<file path="config.mk">
export PLATFORM = sky130hd
export DESIGN_NAME = mau_access_unit
export DESIGN_NICKNAME = d
export VERILOG_FILES = /design/src/rtl/mau_pkg.sv /design/src/rtl/mau_access_unit.sv
export VERILOG_INCLUDE_DIRS = /design/src /design/src/rtl
export SDC_FILE = /design/constraint.sdc
export NUM_CORES = 1
export LEC_CHECK = 0
export BUFFER_PORTS_ARGS = -buffer_cell sky130_fd_sc_hd__buf_4
export CELL_PAD_IN_SITES_DETAIL_PLACEMENT = 0
export CELL_PAD_IN_SITES_GLOBAL_PLACEMENT = 1
export CORE_MARGIN = 5
export CORE_UTILIZATION = 35
export DETAILED_ROUTE_END_ITERATION = 8
export HOLD_SLACK_MARGIN = 0.06
export PLACE_DENSITY_LB_ADDON = 0.3
export SYNTH_ARGS = -nofsm -noshare
export SYNTH_HDL_FRONTEND = slang
export SYNTH_SLANG_ARGS = --single-unit
</file>
<file path="constraint.sdc">
create_clock -name clk -period 3.6 [get_ports clk]
set_input_delay 0.9 -clock clk [delete_from_list [all_inputs] [get_ports clk]]
set_output_delay 0.9 -clock clk [all_outputs]
set_load 0.01 [all_outputs]
</file>
<file path="src/rtl/mau_consts.svh">
// Constants of the memory access unit: address map, widths and reset values.
// Assumes inclusion by the design file by bare name.
`ifndef MAU_CONSTS_SVH
`define MAU_CONSTS_SVH
`define MAU_ADDR_W        24
`define MAU_IO_BASE       24'hffe000
`define MAU_RSV_TOP       24'h00006f
`define MAU_OPT_BASE      24'h000000
`define MAU_RST_VEC       24'h000004
`define MAU_EXC_VEC       24'h000008
`define MAU_RSV_SLOT      24'h00000c
`define MAU_IRQ_VEC       24'h000010
`define MAU_NVM_TOP_DEF   24'h00ffff
`define MAU_RAM_BASE_DEF  24'hff8000
`define MAU_RAM_TOP_DEF   24'hffbfff
`define MAU_UNMAP_BYTE    8'hff
`define MAU_IO_MAP_W      13
`endif

</file>
<file path="src/rtl/mau_pkg.sv">
// Types shared by the memory access unit.
// Assumes mau_consts.svh sits beside this file.
package mau_pkg;
   typedef enum logic [1:0] {
      MAU_SIZE_B = 2'h0,
      MAU_SIZE_W = 2'h1,
      MAU_SIZE_Q = 2'h2
   } mau_size_e;
   typedef enum logic [1:0] {
      MAU_TGT_NVM = 2'h0,
      MAU_TGT_RAM = 2'h1,
      MAU_TGT_IO  = 2'h2,
      MAU_TGT_EXT = 2'h3
   } mau_tgt_e;
   typedef enum logic [2:0] {
      MAU_ST_IDLE = 3'h1,
      MAU_ST_BUS  = 3'h2,
      MAU_ST_DONE = 3'h4
   } mau_st_e;
endpackage

</file>
<file path="src/rtl/mau_access_unit.sv">
// Memory access unit: decodes the 24-bit space and splits CPU operations into bus accesses.
// Assumes one target bus handshake (req/ack) shared by all regions, selected by mem_tgt.
`timescale 1ns/1ps
`include "mau_consts.svh"

// How it works
// Requests decode on 24 address bits in one space for code, data and I/O.
// Addresses claimed by no internal region go to the external bus.
// The block from address zero is reserved for option bits and vectors.
// Slots: option bits, reset, exception, reserved, then interrupt vectors.
// The top 8 KB of the space decodes as internal I/O.
// Reads of unimplemented I/O addresses return all-ones bytes.
// Writes to unimplemented I/O addresses are dropped with no effect.
// Software never reads write-only nor writes read-only I/O registers.
// Software relies on nothing from absent external addresses.
// Multibyte data is big endian; the operand address holds the MSB.
// Target data paths may be 8 or 16 bits wide.
// Internal nonvolatile memory and RAM use 16-bit paths.
// Peripheral accesses follow the peripheral's own 8 or 16-bit width.
// The external bus width is set to 8 or 16 bits.
// Even address on 16-bit memory: word one access, quad two.
// Odd address on 16-bit memory: word two accesses, quad three.
// Short 16-bit addresses are sign extended to 24 bits.
// On 8-bit memory each byte takes one access, MSB first, ascending.
// The requester stalls until all accesses finish, then gets assembled data.
module mau_access_unit
(
   input  wire logic                    clk,
   input  wire logic                    rst,
   input  wire logic                    cpu_req,
   input  wire logic                    cpu_we,
   input  wire logic                    cpu_short,
   input  wire logic [31:0]             cpu_addr,
   input  wire mau_pkg::mau_size_e      cpu_size,
   input  wire logic [31:0]             cpu_wdata,
   output logic                         cpu_busy,
   output logic                         cpu_done,
   output logic [31:0]                  cpu_rdata,
   input  wire logic [23:0]             nvm_top,
   input  wire logic [23:0]             ram_base,
   input  wire logic [23:0]             ram_top,
   input  wire logic                    ext_wide,
   input  wire logic                    io_wide,
   input  wire logic                    io_hit,
   output logic                         mem_req,
   output logic                         mem_we,
   output mau_pkg::mau_tgt_e            mem_tgt,
   output logic [23:0]                  mem_addr,
   output logic [1:0]                   mem_be,
   output logic [15:0]                  mem_wdata,
   input  wire logic                    mem_ack,
   input  wire logic [15:0]             mem_rdata,
   output logic                         rsv_hit,
   output logic [2:0]                   rsv_slot
);

   // ----------------------------------------------------------------
   // State
   // ----------------------------------------------------------------
   typedef struct packed {
      mau_pkg::mau_st_e  st;
      logic              we;
      logic              wide;
      mau_pkg::mau_tgt_e tgt;
      logic [23:0]       addr;
      logic [2:0]        left;
      logic [31:0]       wbuf;
      logic [31:0]       rbuf;
      logic              done;
   } mau_state_s;

   mau_state_s st_r;
   mau_state_s st_nxt;

   logic [23:0]       eff_addr;
   mau_pkg::mau_tgt_e dec_tgt;
   logic              dec_wide;
   logic [2:0]        nbytes;
   logic [2:0]        step;
   logic [15:0]       rd_hw;

   // ----------------------------------------------------------------
   // Address decode
   // ----------------------------------------------------------------
   always_comb
   begin
      // Short addresses reach the lowest and the highest 32 KB.
      if (cpu_short)
      begin
         eff_addr = {{8{cpu_addr[15]}}, cpu_addr[15:0]};
      end
      else
      begin
         eff_addr = cpu_addr[`MAU_ADDR_W-1:0];
      end
      if (eff_addr >= `MAU_IO_BASE)
      begin
         dec_tgt  = mau_pkg::MAU_TGT_IO;
         dec_wide = io_wide;
      end
      else if (eff_addr <= nvm_top)
      begin
         dec_tgt  = mau_pkg::MAU_TGT_NVM;
         dec_wide = 1'b1;
      end
      else if (eff_addr >= ram_base && eff_addr <= ram_top)
      begin
         dec_tgt  = mau_pkg::MAU_TGT_RAM;
         dec_wide = 1'b1;
      end
      else
      begin
         dec_tgt  = mau_pkg::MAU_TGT_EXT;
         dec_wide = ext_wide;
      end
      case (cpu_size)
         mau_pkg::MAU_SIZE_W: nbytes = 3'h2;
         mau_pkg::MAU_SIZE_Q: nbytes = 3'h4;
         default:             nbytes = 3'h1;
      endcase
   end

   // Reserved vector block slot of the current request, for the fetch logic.
   always_comb
   begin
      rsv_hit  = (eff_addr <= `MAU_RSV_TOP) && (`MAU_RSV_TOP < nvm_top);
      if (eff_addr >= `MAU_IRQ_VEC)
      begin
         rsv_slot = 3'h4;
      end
      else
      begin
         rsv_slot = {1'b0, eff_addr[3:2]};
      end
   end

   // ----------------------------------------------------------------
   // Access sequencer
   // ----------------------------------------------------------------
   always_comb
   begin
      st_nxt      = st_r;
      st_nxt.done = 1'b0;
      // A 16-bit path moves two bytes only from an even address with at least two left.
      if (st_r.wide && !st_r.addr[0] && st_r.left >= 3'h2)
      begin
         step = 3'h2;
      end
      else
      begin
         step = 3'h1;
      end
      // Unimplemented I/O reads as all-ones on both byte lanes.
      rd_hw = (st_r.tgt == mau_pkg::MAU_TGT_IO && !io_hit) ?
              {`MAU_UNMAP_BYTE, `MAU_UNMAP_BYTE} : mem_rdata;
      case (st_r.st)
         mau_pkg::MAU_ST_IDLE:
         begin
            if (cpu_req)
            begin
               st_nxt.st   = mau_pkg::MAU_ST_BUS;
               st_nxt.we   = cpu_we;
               st_nxt.wide = dec_wide;
               st_nxt.tgt  = dec_tgt;
               st_nxt.addr = eff_addr;
               st_nxt.left = nbytes;
               // Left-justify so the MSB leaves first from the operand address.
               st_nxt.wbuf = cpu_wdata << (6'(4 - nbytes) * 6'h08);
               st_nxt.rbuf = 32'h0;
            end
         end
         mau_pkg::MAU_ST_BUS:
         begin
            if (mem_ack)
            begin
               if (step == 3'h2)
               begin
                  st_nxt.rbuf = {st_r.rbuf[15:0], rd_hw};
                  st_nxt.wbuf = {st_r.wbuf[15:0], 16'h0};
               end
               else
               begin
                  st_nxt.rbuf = {st_r.rbuf[23:0], st_r.addr[0] ? rd_hw[7:0] : rd_hw[15:8]};
                  st_nxt.wbuf = {st_r.wbuf[23:0], 8'h0};
               end
               st_nxt.addr = st_r.addr + 24'(step);
               st_nxt.left = st_r.left - step;
               if (st_r.left == step)
               begin
                  st_nxt.st = mau_pkg::MAU_ST_DONE;
               end
            end
         end
         mau_pkg::MAU_ST_DONE:
         begin
            st_nxt.st   = mau_pkg::MAU_ST_IDLE;
            st_nxt.done = 1'b1;
         end
         default:
         begin
            st_nxt.st = mau_pkg::MAU_ST_IDLE;
         end
      endcase
   end

   always_ff @(posedge clk or posedge rst)
   begin
      if (rst)
      begin
         st_r    <= '0;
         st_r.st <= mau_pkg::MAU_ST_IDLE;
      end
      else
      begin
         st_r <= st_nxt;
      end
   end

   // ----------------------------------------------------------------
   // Outputs
   // ----------------------------------------------------------------
   always_comb
   begin
      mem_req  = (st_r.st == mau_pkg::MAU_ST_BUS);
      // The register lookup follows the address on the bus, so every access of a split write is judged alone.
      mem_we   = st_r.we && !((st_r.tgt == mau_pkg::MAU_TGT_IO) && !io_hit);
      mem_tgt  = st_r.tgt;
      mem_addr = st_r.addr;
      // Byte lane: even address is the upper lane of a 16-bit word.
      if (step == 3'h2)
      begin
         mem_be    = 2'h3;
         mem_wdata = st_r.wbuf[31:16];
      end
      else
      begin
         mem_be    = st_r.addr[0] ? 2'h1 : 2'h2;
         mem_wdata = {st_r.wbuf[31:24], st_r.wbuf[31:24]};
      end
      cpu_busy  = (st_r.st != mau_pkg::MAU_ST_IDLE);
      cpu_done  = st_r.done;
      cpu_rdata = st_r.rbuf;
   end

endmodule

</file>
Yosys cells after proc, flatten, opt, wreduce, memory -nomap -nowiden
Index checks and enable logic that the tools add are counted.
Widths: inputs -> output; s select.
{"block": "totals", "output_inout_bits": 84, "ff_bits": 99, "inputBits": 163, "wordCells": 69}
{"block": "op_classes", "muxes": 23, "magnitude_cmp": 8, "shift": 1, "reduce_logical": 13, "n_addsub": 3, "n_eq_ne": 12}
{"op": "$pmux 91 s2", "count": 1}
{"op": "$mux 98", "count": 1}
{"op": "$mux 91", "count": 1}
{"op": "$mux 64", "count": 1}
{"op": "$le 24x24->1", "count": 2}
{"op": "$shl 32x6->32", "count": 1}
{"op": "$add 24x3->24", "count": 1}
{"op": "$ge 24x24->1", "count": 1}
{"op": "$ge 24x24->1 const B", "count": 1}
{"op": "$ge 24x5->1 const B", "count": 1}
{"op": "$le 24x7->1 const B", "count": 1}
{"op": "$lt 7x24->1 const A", "count": 1}
{"op": "$mux 24", "count": 1}
{"op": "$mux 16", "count": 1}
{"op": "$mux 8", "count": 2}
{"op": "$mux 2", "count": 6}
{"op": "$pmux 3 s2", "count": 2}
{"op": "$mux 3", "count": 3}
{"op": "$eq 3x2->1 const B", "count": 2}
{"op": "$logic_and 1x1->1", "count": 6}
{"op": "$reduce_and 3->1", "count": 2}
{"op": "$eq 2x2->1 const B", "count": 2}
{"op": "$mux 1", "count": 4}
{"op": "$ne 2x1->1 const B", "count": 2}
{"op": "other kinds (12)", "count": 14}

Logic depth before layout (Yosys ltp)
{"block": "logic_depth", "word_depth": 8, "ltp_mapped": 11}

Worst setup path after synthesis
Ideal clock, no wire load.
{"block": "synth_timing", "path_type": "input to output", "start": "input cpu_short", "end": "output rsv_slot[0]", "arrival_ns": 2.018, "path_buffers": 0, "path_stages": 7, "setup_slack_ns": 0.682, "required_ns": 2.700, "cell_sequence": "nand2_1 o21ai_1 nor4_1 nand3_1 nor2_1 nor4b_2 and2_1"}
{"block": "synth_between", "elab_chain_len": 3}
{"item": "start, declared", "line_no": "mau_access_unit.sv:32", "rtl": "input wire logic cpu_short,"}
{"item": "$mux 24", "line_no": "mau_access_unit.sv:88", "rtl": "if (cpu_short)"}
{"item": "$ge 24x5->1 (no source line)"}
{"item": "$mux 3", "line_no": "mau_access_unit.sv:127", "rtl": "if (eff_addr >= `MAU_IRQ_VEC)"}
{"item": "end, declared", "line_no": "mau_access_unit.sv:54", "rtl": "output logic [2:0] rsv_slot"}
No other way between the ends.

Worst setup path after layout
Ends and elaborated chain as after synthesis.

==> flow_summary.ini <==
[floorplanning]
start_util_pct = 35.4
dieArea_mm2 = 0.0267
core_area_mm2 = 0.0233
dieWidth_um = 164
rows = 56
die_h_um = 164
io_pins = 247

[clock_network]
cts_hold_buf = 0
cts_sinks = 99
post_cts.repair.setup_buffers = 0
clk_path_buf_depth = 2
clkTransAtPathRegs_ns = 0.08
htreeDepth = 3
clkLatencyLatePin_ns = 0.35
tritoncts = yes
cts_buffers = 9
cts_root_buf = clkbuf_16

[yosys]
syn_avg_cell_area_um2 = 8.31
async_flop_share_pct = 100
synth_edf_count = 0
synth_area_mm2 = 0.00825
syn_nets = 1238
synth_top_area_share_pct = 29.7
synth_most_common_cell = a21oi_1
synth_area_leader_cell = dfrtp_1
syn-instance-count = 993
synth.distinct_cells = 65
synthTopCellsByArea = dfrtp_1 30%, ha_1 12%, mux2i_1 6.8%
yosysSeqAreaShare_pct = 30.0
synth_warnings = 0
synthFlopType = dfrtp_1
synth_seq_cells = 99
synth_commonest_cells = 104 x a21oi_1, 98 x dfrtp_1, 93 x inv_1

[route]
vias_per_cell = 5.09
vias = 7552
drtIter0Drc = 306
drc = 0
wl_per_cell_um = 17.2
dr.pass1.iters = 4
drt_wl_total_mm = 25.5
drtAntennaViolNets = 0

[timing]
fin_crit_ns = 3.32
slew_viol_final = 0
final-setup-viol-count = 0
clock_skew_ns = 0.0154
fin_crit_sh_pct = 92.1
fmax_mhz = 301
finalHoldViolCount = 0
worst_pin_slew_ns = 0.772
rsz0062_at_grt = false
postLayoutSetupSlackWorst_ns = 0.283
tns_ns = 0
slew_headroom_pct = 48.0

[layout]
fin_area_mm2 = 0.0103
fin_nets = 1406
final_util_pct = 44.2
drive_gt1_share_pct = 27.8
antenna-diode-count = 0
fill_cells = 2432
area_growth_syn_to_layout_pct = 25.1

[critical_path]
worst_setup_path_start_kind = primary input
path_class = in2out
critPathRequiredTime_ns = 2.70
end_kind = output pin
ff2ff_path_depth = 11
critPathArrivalTime_ns = 2.42
path_max_fanout = 11

[global_route]
grt_max_degree = 63
grt_overflow = 0
grt_pass1_wl_mm = 40.8
grt.total_usage_pct = 18.9
antenna_found_initial = 0
grt_pass1_vias = 7606

[power_and_ir_drop]
clockPowerShare_pct = 15.9
p_int_mw = 3.55
p_leak_nw = 5.06
max-vdd-ir-drop_v = 0.000451
combPwrFrac_pct = 53.1
total_power_mw = 6.28
seq_power_share_pct = 31.0
p_switching_mw = 2.73
swShare_pct = 43.5
powerDensity_mw_per_mm2 = 608

[place]
place.gp.congestion = 0.825
portBuffers = 238
dpl_cell_area_mm2 = 0.0100
dpl.hpwl_mm = 19.6
pre_cts_slack_ns = 0.0951

[hold_path]
hold_path_class = reg2reg
min_path_cells = 1

[outcome]
outcome = finished clean

[job]
cap_violations = 0
-- logic make-up after synthesis --
kind of cell	share of synthesized area, %
multiplexers	8.98
AND/OR/NAND/NOR	14.3
AO/OA/AOI/OAI	21.2
flip-flops	30.0
XOR/XNOR	0.106
buffers and inverters	12.8
adder cells (fa/ha/maj)	12.5
-- what timing repair did --
| action | 4_1_cts | 5_1_grt |
|---|---|---|
| setup endpoints to repair | 0 | 3 |
| endpoints found under the hold margin | 0 | 0 |
| gates resized for setup | 0 | 2 |
-- state kept, by name, indices dropped and copies added, names as in the netlist --
name / count
cpu_done: 1
cpu_rdata: 32
mem_addr: 24
mem_tgt: 2
st_r: 40
-- worst paths after layout --
| check | from | to | slack [ns] |
|---|---|---|---|
| min in group asynchronous | rst | cpu_rdata[27] | 0.58 |
| max reg2reg | st_r[66] | mem_addr[23] | 0.80 |
| min reg2reg | st_r[97] | cpu_done | 0.47 |
| max | cpu_short | rsv_slot[0] | 0.28 |
| max in group asynchronous | rst | mem_addr[14] | 2.27 |
| min | st_r[97] | cpu_done | 0.47 |
-- per-stage QoR --
stage,cells,hold slack [ns]
after floorplan,993,0.438
after global placement,1469,0.460
after detailed placement,1469,0.464
after CTS,1485,0.472
after global routing,1485,0.488
final,1485,0.471
-- power groups by stage --
stage	Sequential, mW	Combinational, mW	Clock, mW
after CTS	1.95	3.38	1.04
after detailed placement	1.97	3.36	0
after global routing	2.01	3.71	1.07
final	1.95	3.33	1.00
after floorplan	1.81	2.48	0
after global placement	1.96	3.33	0
-- routing by layer --
| metal | vias up | part of all wire, % | track usage, % | routed length [um] |
|---|---|---|---|---|
| met5 | - | 0 | 0 | 0 |
| met4 | 0 | 1.1 | 3.74 | 290 |
| met3 | 13 | 7.6 | 4.72 | 1940 |
| met2 | 223 | 45 | 30.3 | 11500 |
| met1 | 3502 | 46 | 26.0 | 11800 |
| li1 | 3814 | - | - | - |
-- final cells by class --
type                    count  area (um2)  share of cell area, %
clock buffers               9         225                   2.18
clock inverters             7        80.1                  0.776
inverters                  95         360                   3.49
multi-input cells         686        4740                   45.9
flip-flops and latches     99        2480                   24.0
well taps                 319         399                   3.87
repair buffers            270        2040                   19.8
-- critical path, cell delays in order --
cell	delay [ns]
buf_4	0.14
nand2_1	0.18
o21ai_1	0.15
nor4_1	0.19
nand3_1	0.12
nor2_2	0.20
nor4b_4	0.25
and2_1	0.16
buf_4	0.11
-- layout by cell type (no fill, tap or decap), types with 10 or more instances in the layout --
master / n
buf_4: 269
a21oi_1: 104
dfrtp_1: 98
inv_1: 92
o21ai_0: 82
nand2_1: 81
ha_1: 81
nor2_1: 67
mux2i_1: 56
a31oi_1: 19
nand4_1: 18
mux2_2: 16
nand3_1: 13
a21o_1: 12
or3_1: 10
No activity file was read; power rests on OpenSTA's default activity.
